File: src/core/mpm_pkg.sv
// Constants for the port G/H/J pin multiplexer.
package mpm_pkg;
  // ==========================================================================
  // Port widths and pin positions
  // ==========================================================================
  localparam int PORT_W     = 7;
  localparam int PJ_W       = 8;
  localparam int G_RXER     = 6;
  localparam int G_RXDV     = 5;
  localparam int G_RXCLK    = 4;
  localparam int H_TXER     = 6;
  localparam int H_TXEN     = 5;
  localparam int H_TXCLK    = 4;
  localparam int J_COL      = 3;
  localparam int J_CRS      = 2;
  localparam int J_MDIO     = 1;
  localparam int J_SCL      = 7;
  localparam int J_SDA      = 6;
  // Port J pins handled here (bit 0 and bits 5:4 stay plain GPIO)
  localparam logic [7:0] PJ_MII_MASK = 8'h0E;
  localparam logic [7:0] PJ_I2C_MASK = 8'hC0;
  // ==========================================================================
  // Reset values
  // ==========================================================================
  localparam logic [6:0] RST_DIR7  = 7'h00;
  localparam logic [7:0] RST_DIR8  = 8'h00;
  localparam logic [6:0] RST_DAT7  = 7'h00;
  localparam logic [7:0] RST_DAT8  = 8'h00;
endpackage : mpm_pkg

File: src/core/mpm_pin_mux.sv
// Pin multiplexer for ports G, H and J with key-wakeup detection.
// How it works
// Pins are plain GPIO unless function enabled.
// Port G carries MII receive signals.
// Port H carries MII transmit signals.
// Port J carries collision, carrier sense, MDIO.
// Port J bits 7,6 carry I2C clock/data.
// Every pin may raise a wakeup flag.
// Reset leaves all pins high-impedance inputs.
// Owning peripheral drives direction and value.
`timescale 1ns/1ps
module mpm_pin_mux (
  input  wire logic       core_clk_i,
  input  wire logic       srst_i,
  input  wire logic       mii_en_i,
  input  wire logic       i2c_en_i,
  // GPIO control from software registers
  input  wire logic [6:0] gpio_g_dir_i,
  input  wire logic [6:0] gpio_g_dat_i,
  input  wire logic [6:0] gpio_h_dir_i,
  input  wire logic [6:0] gpio_h_dat_i,
  input  wire logic [7:0] gpio_j_dir_i,
  input  wire logic [7:0] gpio_j_dat_i,
  output logic      [6:0] gpio_g_in_o,
  output logic      [6:0] gpio_h_in_o,
  output logic      [7:0] gpio_j_in_o,
  // Wakeup configuration and flags
  input  wire logic [6:0] wake_g_en_i,
  input  wire logic [6:0] wake_h_en_i,
  input  wire logic [7:0] wake_j_en_i,
  input  wire logic [6:0] wake_g_pol_i,
  input  wire logic [6:0] wake_h_pol_i,
  input  wire logic [7:0] wake_j_pol_i,
  input  wire logic [6:0] wake_g_clr_i,
  input  wire logic [6:0] wake_h_clr_i,
  input  wire logic [7:0] wake_j_clr_i,
  output logic      [6:0] wake_g_flag_o,
  output logic      [6:0] wake_h_flag_o,
  output logic      [7:0] wake_j_flag_o,
  output logic            wake_req_o,
  // MAC side
  output logic      [3:0] mac_rxd_o,
  output logic            mac_rxdv_o,
  output logic            mac_rxer_o,
  output logic            mac_rxclk_o,
  output logic            mac_txclk_o,
  input  wire logic [3:0] mac_txd_i,
  input  wire logic       mac_txen_i,
  input  wire logic       mac_txer_i,
  output logic            mac_col_o,
  output logic            mac_crs_o,
  input  wire logic       mac_mdio_out_i,
  input  wire logic       mac_mdio_oe_i,
  output logic            mac_mdio_in_o,
  // I2C side (open drain: drive low when oe high)
  input  wire logic       i2c_scl_oe_i,
  input  wire logic       i2c_sda_oe_i,
  output logic            i2c_scl_in_o,
  output logic            i2c_sda_in_o,
  // Pads
  input  wire logic [6:0] pad_g_i,
  output logic      [6:0] pad_g_o,
  output logic      [6:0] pad_g_oe_o,
  input  wire logic [6:0] pad_h_i,
  output logic      [6:0] pad_h_o,
  output logic      [6:0] pad_h_oe_o,
  input  wire logic [7:0] pad_j_i,
  output logic      [7:0] pad_j_o,
  output logic      [7:0] pad_j_oe_o
);
  // ==========================================================================
  // Local constants
  // ==========================================================================
  localparam int PORT_W_L = mpm_pkg::PORT_W;
  // Edges are trusted once both sync stages and the history stage hold pad levels
  localparam logic [1:0] SYNC_FILL = 2'h3;
  // Port H drive in MII mode: every pin except the transmit clock input
  localparam logic [6:0] MII_H_OE = ~(7'h01 << mpm_pkg::H_TXCLK);

  // ==========================================================================
  // State
  // ==========================================================================
  typedef struct packed {
    // Two sync stages per port
    logic [6:0] g_s1, g_s2, h_s1, h_s2;
    logic [7:0] j_s1, j_s2;
    // Last synchronised level, for edge detection
    logic [6:0] g_prev, h_prev;
    logic [7:0] j_prev;
    // Sticky wakeup flags
    logic [6:0] g_flag, h_flag;
    logic [7:0] j_flag;
    // Registered pad drive and enables
    logic [6:0] g_o, g_oe, h_o, h_oe;
    logic [7:0] j_o, j_oe;
    // Input pipeline refill count after reset
    logic [1:0] fill;
  } mpm_state_t;

  mpm_state_t st;
  mpm_state_t next_st;

  // Active-edge detect per polarity: pol=1 rising, pol=0 falling
  function automatic logic [7:0] mpm_edge(input logic [7:0] cur, input logic [7:0] prv,
                                          input logic [7:0] pol);
    mpm_edge = (pol & cur & ~prv) | (~pol & ~cur & prv);
  endfunction : mpm_edge

  // ==========================================================================
  // Wakeup edge candidates
  // ==========================================================================
  // Right after reset the history stage holds zeros rather than a pad level,
  // so a pin that idles high would look like a fresh rising edge; the
  // detectors stay off until the input pipeline has been refilled.
  logic       edge_ok;
  logic [7:0] g_edge;
  logic [7:0] h_edge;
  logic [7:0] j_edge;

  assign edge_ok = (st.fill == SYNC_FILL);
  assign g_edge = mpm_edge({1'b0, st.g_s2}, {1'b0, st.g_prev}, {1'b0, wake_g_pol_i})
                  & {8{edge_ok}};
  assign h_edge = mpm_edge({1'b0, st.h_s2}, {1'b0, st.h_prev}, {1'b0, wake_h_pol_i})
                  & {8{edge_ok}};
  assign j_edge = mpm_edge(st.j_s2, st.j_prev, wake_j_pol_i) & {8{edge_ok}};

  // ==========================================================================
  // Next state
  // ==========================================================================
  always_comb begin
    next_st = st;
    // Two-stage synchronisers on all pad inputs
    next_st.g_s1 = pad_g_i;
    next_st.g_s2 = st.g_s1;
    next_st.h_s1 = pad_h_i;
    next_st.h_s2 = st.h_s1;
    next_st.j_s1 = pad_j_i;
    next_st.j_s2 = st.j_s1;
    next_st.g_prev = st.g_s2;
    next_st.h_prev = st.h_s2;
    next_st.j_prev = st.j_s2;
    // Count the refill of the input pipeline after reset
    if (st.fill != SYNC_FILL) begin
      next_st.fill = st.fill + 2'h1;
    end
    // Sticky wakeup flags, set wins over clear
    next_st.g_flag = (st.g_flag & ~wake_g_clr_i) |
                     (wake_g_en_i & g_edge[PORT_W_L-1:0]);
    next_st.h_flag = (st.h_flag & ~wake_h_clr_i) |
                     (wake_h_en_i & h_edge[PORT_W_L-1:0]);
    next_st.j_flag = (st.j_flag & ~wake_j_clr_i) |
                     (wake_j_en_i & j_edge);
    // GPIO defaults for every pin; port J bits 0, 5 and 4 never leave GPIO here
    next_st.g_o  = gpio_g_dat_i;
    next_st.g_oe = gpio_g_dir_i;
    next_st.h_o  = gpio_h_dat_i;
    next_st.h_oe = gpio_h_dir_i;
    next_st.j_o  = gpio_j_dat_i;
    next_st.j_oe = gpio_j_dir_i;
    if (mii_en_i) begin
      // Receive pins become inputs to the MAC
      next_st.g_oe = 7'h00;
      // Transmit pins: data, enable, error driven; clock pin is an input
      next_st.h_o  = {mac_txer_i, mac_txen_i, 1'b0, mac_txd_i};
      next_st.h_oe = MII_H_OE;
      // Management data: the MAC owns both value and enable
      next_st.j_o[mpm_pkg::J_MDIO]  = mac_mdio_out_i;
      next_st.j_oe[mpm_pkg::J_MDIO] = mac_mdio_oe_i;
      // Collision and carrier sense are inputs from the PHY
      next_st.j_oe[mpm_pkg::J_COL]  = 1'b0;
      next_st.j_oe[mpm_pkg::J_CRS]  = 1'b0;
    end
    if (i2c_en_i) begin
      // Open drain: only ever pull low
      // A released line rises through the external pull-up
      next_st.j_o[mpm_pkg::J_SCL]  = 1'b0;
      next_st.j_oe[mpm_pkg::J_SCL] = i2c_scl_oe_i;
      next_st.j_o[mpm_pkg::J_SDA]  = 1'b0;
      next_st.j_oe[mpm_pkg::J_SDA] = i2c_sda_oe_i;
    end
    if (srst_i) begin
      next_st = '0;
      next_st.g_oe = mpm_pkg::RST_DIR7;
      next_st.h_oe = mpm_pkg::RST_DIR7;
      next_st.j_oe = mpm_pkg::RST_DIR8;
      next_st.g_o  = mpm_pkg::RST_DAT7;
      next_st.h_o  = mpm_pkg::RST_DAT7;
      next_st.j_o  = mpm_pkg::RST_DAT8;
    end
  end

  // Register the whole state
  always_ff @(posedge core_clk_i) begin
    st <= next_st;
  end

  // ==========================================================================
  // Outputs
  // ==========================================================================
  // Pad drive
  assign pad_g_o    = st.g_o;
  assign pad_g_oe_o = st.g_oe;
  assign pad_h_o    = st.h_o;
  assign pad_h_oe_o = st.h_oe;
  assign pad_j_o    = st.j_o;
  assign pad_j_oe_o = st.j_oe;
  // Synchronised pin levels back to software and peripherals
  assign gpio_g_in_o = st.g_s2;
  assign gpio_h_in_o = st.h_s2;
  assign gpio_j_in_o = st.j_s2;
  assign mac_rxd_o   = st.g_s2[3:0];
  assign mac_rxdv_o  = st.g_s2[mpm_pkg::G_RXDV];
  assign mac_rxer_o  = st.g_s2[mpm_pkg::G_RXER];
  assign mac_rxclk_o = st.g_s2[mpm_pkg::G_RXCLK];
  assign mac_txclk_o = st.h_s2[mpm_pkg::H_TXCLK];
  assign mac_col_o   = st.j_s2[mpm_pkg::J_COL];
  assign mac_crs_o   = st.j_s2[mpm_pkg::J_CRS];
  assign mac_mdio_in_o = st.j_s2[mpm_pkg::J_MDIO];
  assign i2c_scl_in_o  = st.j_s2[mpm_pkg::J_SCL];
  assign i2c_sda_in_o  = st.j_s2[mpm_pkg::J_SDA];
  // Wakeup flags and combined request
  assign wake_g_flag_o = st.g_flag;
  assign wake_h_flag_o = st.h_flag;
  assign wake_j_flag_o = st.j_flag;
  assign wake_req_o    = |{st.g_flag, st.h_flag, st.j_flag};
endmodule : mpm_pin_mux

File: config.mk
export PLATFORM = sky130hd
export DESIGN_NAME = mpm_pin_mux
export DESIGN_NICKNAME = d
export VERILOG_FILES = /design/src/core/mpm_pkg.sv /design/src/core/mpm_pin_mux.sv
export SDC_FILE = /design/constraint.sdc
export NUM_CORES = 1
export LEC_CHECK = 0
export ABC_AREA = 1
export CORE_MARGIN = 2
export CORE_UTILIZATION = 60
export CTS_BUF_LIST = sky130_fd_sc_hd__clkbuf_4 sky130_fd_sc_hd__clkbuf_8 sky130_fd_sc_hd__clkbuf_16
export CTS_CLUSTER_DIAMETER = 40
export CTS_CLUSTER_SIZE = 14
export DETAILED_ROUTE_END_ITERATION = 12
export DONT_BUFFER_PORTS = 1
export GPL_TIMING_DRIVEN = 0
export PLACE_DENSITY_LB_ADDON = 0.25
export RECOVER_POWER = 25
export SLEW_MARGIN = 20
export SYNTH_ARGS = -nofsm -noshare
export SYNTH_HDL_FRONTEND = slang
export SYNTH_SLANG_ARGS = --single-unit
File: constraint.sdc
create_clock -name core_clk_i -period 1.5 [get_ports core_clk_i]
set_clock_uncertainty 0.2 [all_clocks]
set_input_delay 0.075 -clock core_clk_i [delete_from_list [all_inputs] [get_ports core_clk_i]]
set_output_delay 0.075 -clock core_clk_i [all_outputs]
set_load 0.02 [all_outputs]
==> impl_metrics.yaml, run 1 <==
die:
  io_pins: 248
  die_h_um: 99.8
  core.rowCount: 34
  die_width_um: 99.8
  start_util_pct: 62.5
logic_synthesis:
  synth_mux_area_share_pct: 0
  synth_compound_area_share_pct: 5.04
  synth-seq-cells: 134
  synth_top_family_by_area: "buffers and inverters"
  synth_area_leader_cell: "dfxtp_1"
  syn_inst: 721
  synthesis.nets: 868
  synth_cell_type_count: 19
  yosysSeqAreaShare_pct: 48.7
  synth-warning-count: 0
  yosys-top-cells-area: "dfxtp_1, buf_4, inv_1, nand2_1, nor2_1"
  synthAdderAreaFrac_pct: 0.227
  syn_area_um2: 5510
  syn_area_per_cell_um2: 7.64
  yosys.area_share.xor_xnor_pct: 0.159
  synth_top_area_share_pct: 48.7
  synth-simple-area-share_pct: 19.7
run_status:
  stop_error: "[ERROR RSZ-0060] Max buffer count reached."
  stop_stage: "clock tree synthesis"
  status: "stopped before the end"
placement:
  gp_congestion: 0.837
  placed_cell_area_um2: 5640
  hpwl_um: 9030
  portBuffers: 0
clock_tree:
  cts_made_buffers: 17
  cts.path.max_buffers: 2
  post_cts_buffers: 0
  postCtsResizedCells: 23
  root_buffer: "clkbuf_8"
  holdBufCountCts: 173
  htree_levels: 4
  cts.sinks: 134
## synth_stat cells
cell and n:
ha_1 1, nor2_4 10, or2_4 1, xor2_1 1, buf_8 1, buf_2 5
nor3b_1 2, a211oi_1 1, nor2_1 108, buf_6 3, nand3_1 23, nor3_1 1
a21oi_1 32, clkbuf_1 1, buf_4 101, dfxtp_1 134, o21ai_0 22, inv_1 161
nand2_1 113
## kinds of logic after synthesis
logic type	after synthesis
simple gates	258
flops	134
compound gates	55
fa+ha+maj	1
buf+inv	272
xor+xnor	1
## through the flow
step	cells	util (%)	hold slack, ns	setup slack (ns)
3_5_place_dp	829	64.1	-0.0418	0.0634
2_1_floorplan	721	-	-0.0489	0.219
3_3_place_gp	829	64.1	-0.0421	0.112
==> run 2: changes to the inputs <==
--- a/config.mk
+++ b/config.mk
@@ -7,14 +7,11 @@
 export LEC_CHECK = 0
 export ABC_AREA = 1
 export CORE_MARGIN = 2
-export CORE_UTILIZATION = 60
-export CTS_BUF_LIST = sky130_fd_sc_hd__clkbuf_4 sky130_fd_sc_hd__clkbuf_8 sky130_fd_sc_hd__clkbuf_16
-export CTS_CLUSTER_DIAMETER = 40
-export CTS_CLUSTER_SIZE = 14
+export CORE_UTILIZATION = 40
 export DETAILED_ROUTE_END_ITERATION = 12
 export DONT_BUFFER_PORTS = 1
 export GPL_TIMING_DRIVEN = 0
-export PLACE_DENSITY_LB_ADDON = 0.25
+export PLACE_DENSITY_LB_ADDON = 0.15
 export RECOVER_POWER = 25
 export SLEW_MARGIN = 20
 export SYNTH_ARGS = -nofsm -noshare
==> impl_metrics.yaml, run 2 <==
power:
  internal-power_mw: 6.67
  seqPwrFrac_pct: 43.4
  cellLeakagePower_nw: 4.04
  power.density_nw_per_um2: 1080
  p_comb_share_pct: 13.3
  power.ir.vdd_worst_uv: 671
  p_sw_share_pct: 24.0
  pwr-share-clk_pct: 43.4
  p_switching_mw: 2.11
critical_path:
  r2r_setup_slack_ns: 0.10
  cp.required_ns: 1.22
  arrival_ns: 1.25
  reg2reg_to: "wake_g_flag_o[0]"
  cp_max_fo: 3
  critical_path_class: "flip-flop to primary output"
  cp-end-kind: "primary output"
  reg2reg_depth: 7
  critPathLaunchType: "flip-flop"
  timing.rr.start: "st[0]"
grt:
  grt_max_degree: 17
  grt_overflow: 0
  track_usage_pct: 20.7
  antenna_found_initial: 0
  grt_pass1_wl_um: 23300
  first_global_vias: 4776
timing:
  fin_hold_ws_ns: 0.124
  fin_setup_tns_ns: -0.0219
  drv_slew: 0
  setup_viol: 1
  post-route-period-util_pct: 101
  worst_slew_pin_slew_ns: 0.607
  layout_min_cycle_time_ns: 1.52
  fmaxAchievable_mhz: 657
  hold_violations: 0
  rsz0062_at_grt: "yes"
  relSlewSlack_pct: 59.5
  timing.final.ws_setup_ns: -0.0219
hold_path:
  hold_class: "input pin to flip-flop"
  holdCritStartpoint: "pad_h_i[1]"
  whs_path_depth: 3
  hold-path-endpoint: "st[114]"
logic_synthesis:
  async_flop_share_pct: 0
  synth_mux_area_share_pct: 0
  synth-warning-count: 0
  yosysMostFrequentCell: "inv_1"
  synth_edf_count: 0
  synth_cell_type_count: 19
  syn_inst: 721
  yosys-top-cells-area: "dfxtp_1, buf_4, inv_1, nand2_1, nor2_1"
  syn_area_um2: 5510
  syn_area_per_cell_um2: 7.64
  synthAdderAreaFrac_pct: 0.227
  yosysSeqAreaShare_pct: 48.7
  synthesis.nets: 868
  yosys.area_share.xor_xnor_pct: 0.159
  synth_compound_area_share_pct: 5.04
  synth_top_family_by_area: "buffers and inverters"
  synth-seq-cells: 134
  synth_area_leader_cell: "dfxtp_1"
  synth_top_area_share_pct: 48.7
  synth-simple-area-share_pct: 19.7
  synth_common_cells: "inv_1, dfxtp_1, nand2_1, nor2_1, buf_4"
  ys.flop_type: "dfxtp_1"
layout:
  largest_register_ffs: 46
  syn_to_final_growth_pct: 47.6
  n_fill_cell: 1127
  nNetsFinal: 1070
  diodes: 0
  final_cell_mix: "dlygate4sd3_1, inv_1, dfxtp_1, nand2_1, nor2_1"
  final_common_cell: "dlygate4sd3_1"
  regMostFlops: "st"
  fin_cells: 1112
  drive_above_1_share_pct: 17.0
die:
  io_pins: 248
  die_width_um: 121
  die_h_um: 121
  core_um2: 13300
  core.rowCount: 42
  die_area_um2: 14700
  start_util_pct: 41.3
run_status:
  failed_checks: "negative setup slack"
  status: "complete, but fails checks"
job:
  max_cap_violations: 0
clock_tree:
  cts.sinks: 134
  root_buffer: "clkbuf_16"
  clkTransAtPathRegs_ns: 0.05
  htree_levels: 4
  cts_made_buffers: 17
  worstSkewPairLatency_ns: 0.41
  tritoncts: "built"
  cts.path.max_buffers: 2
detailed_routing:
  firstDrtPassIters: 6
  vias_per_cell: 4.29
  ant_nets: 0
  first_iter_violations: 195
  routedWlPerCell_um: 13.6
  num_vias: 4768
  wirelength_um: 15200
  drc_errors: 0
placement:
  gp_congestion: 0.827
  dp_cells: 897
  hpwl_um: 9500
  portBuffers: 0
## run 2: cell counts after synthesis
Identical to the previous run, type by type.
## run 2: how the worst max path moves through the flow
stage	slack, ns	cells after the start	startpoint	to
global route	-0.11	4	wake_j_flag_o[4]	wake_req_o
floorplan	0.22	7	st[0]	wake_g_flag_o[0]
finish	-0.02	4	wake_h_flag_o[6]	wake_req_o
CTS	-0.06	4	wake_g_flag_o[2]	wake_req_o
detailed placement	0.04	7	st[0]	wake_g_flag_o[0]
global placement	0.07	7	st[0]	wake_g_flag_o[0]
## run 2: area by class of cell
| cell class | count | area (um2) | share of cell area, % |
|---|---|---|---|
| multi-input combinational | 315 | 1430 | 17.6 |
| inverter | 161 | 607 | 7.46 |
| buffer | 111 | 813 | 10.0 |
| clock inverter | 9 | 77.6 | 0.954 |
| tap | 176 | 220 | 2.71 |
| sequential | 134 | 2690 | 33.0 |
| timing repair buffer | 183 | 1830 | 22.5 |
| clock buffer | 23 | 468 | 5.76 |
## run 2: cell families after synthesis
kind of cell | Yosys count
buf+inv | 272
simple gates | 258
flops | 134
compound gates | 55
xor+xnor | 1
fa+ha+maj | 1
## run 2: power by group through the flow
stage / clock network, mW / logic (mW) / registers, mW
after detailed placement: 0 / 0.745 / 3.88
final: 3.81 / 1.16 / 3.81
after global placement: 0 / 0.728 / 3.87
after global routing: 4.07 / 1.27 / 3.82
after floorplan: 0 / 0.620 / 3.86
after CTS: 3.90 / 1.14 / 3.80
## run 2: timing repair
action / CTS / global route
setup endpoints to repair: 1 / 25
hold buffers: 180 / 2
resized for setup: 7 / 12
pin swaps: 1 / 0
setup buffers: 0 / 2
hold endpoints to repair: 101 / 1
## run 2: per-stage QoR
stage / worst slack (ns) / power (mW) / cell area [um2] / utilization, %
floorplan: 0.219 / 4.48 / 5510 / -
global placement: 0.0733 / 4.60 / 5730 / 42.9
detailed placement: 0.0380 / 4.63 / 5730 / 42.9
CTS: -0.0616 / 8.84 / 8110 / 60.7
global route: -0.106 / 9.17 / 8130 / 60.9
finish: -0.0219 / 8.78 / 8130 / 60.9
## run 2: worst max-delay path, cell delays in order, from the launching register on
cell and delay, ns:
dfxtp_1 0.33, nor2_1 0.13, nand2_1 0.11, nor2_4 0.14
nand3_4 0.13
## run 2: routing by layer
layer	routed length, um	GRT usage, %	vias up
met5	0	0	-
met4	409	9.84	0
met2	7660	37.3	182
li1	-	-	2406
met3	1220	6.81	36
met1	5880	21.4	2144
No activity file was read; power rests on OpenSTA's default activity.
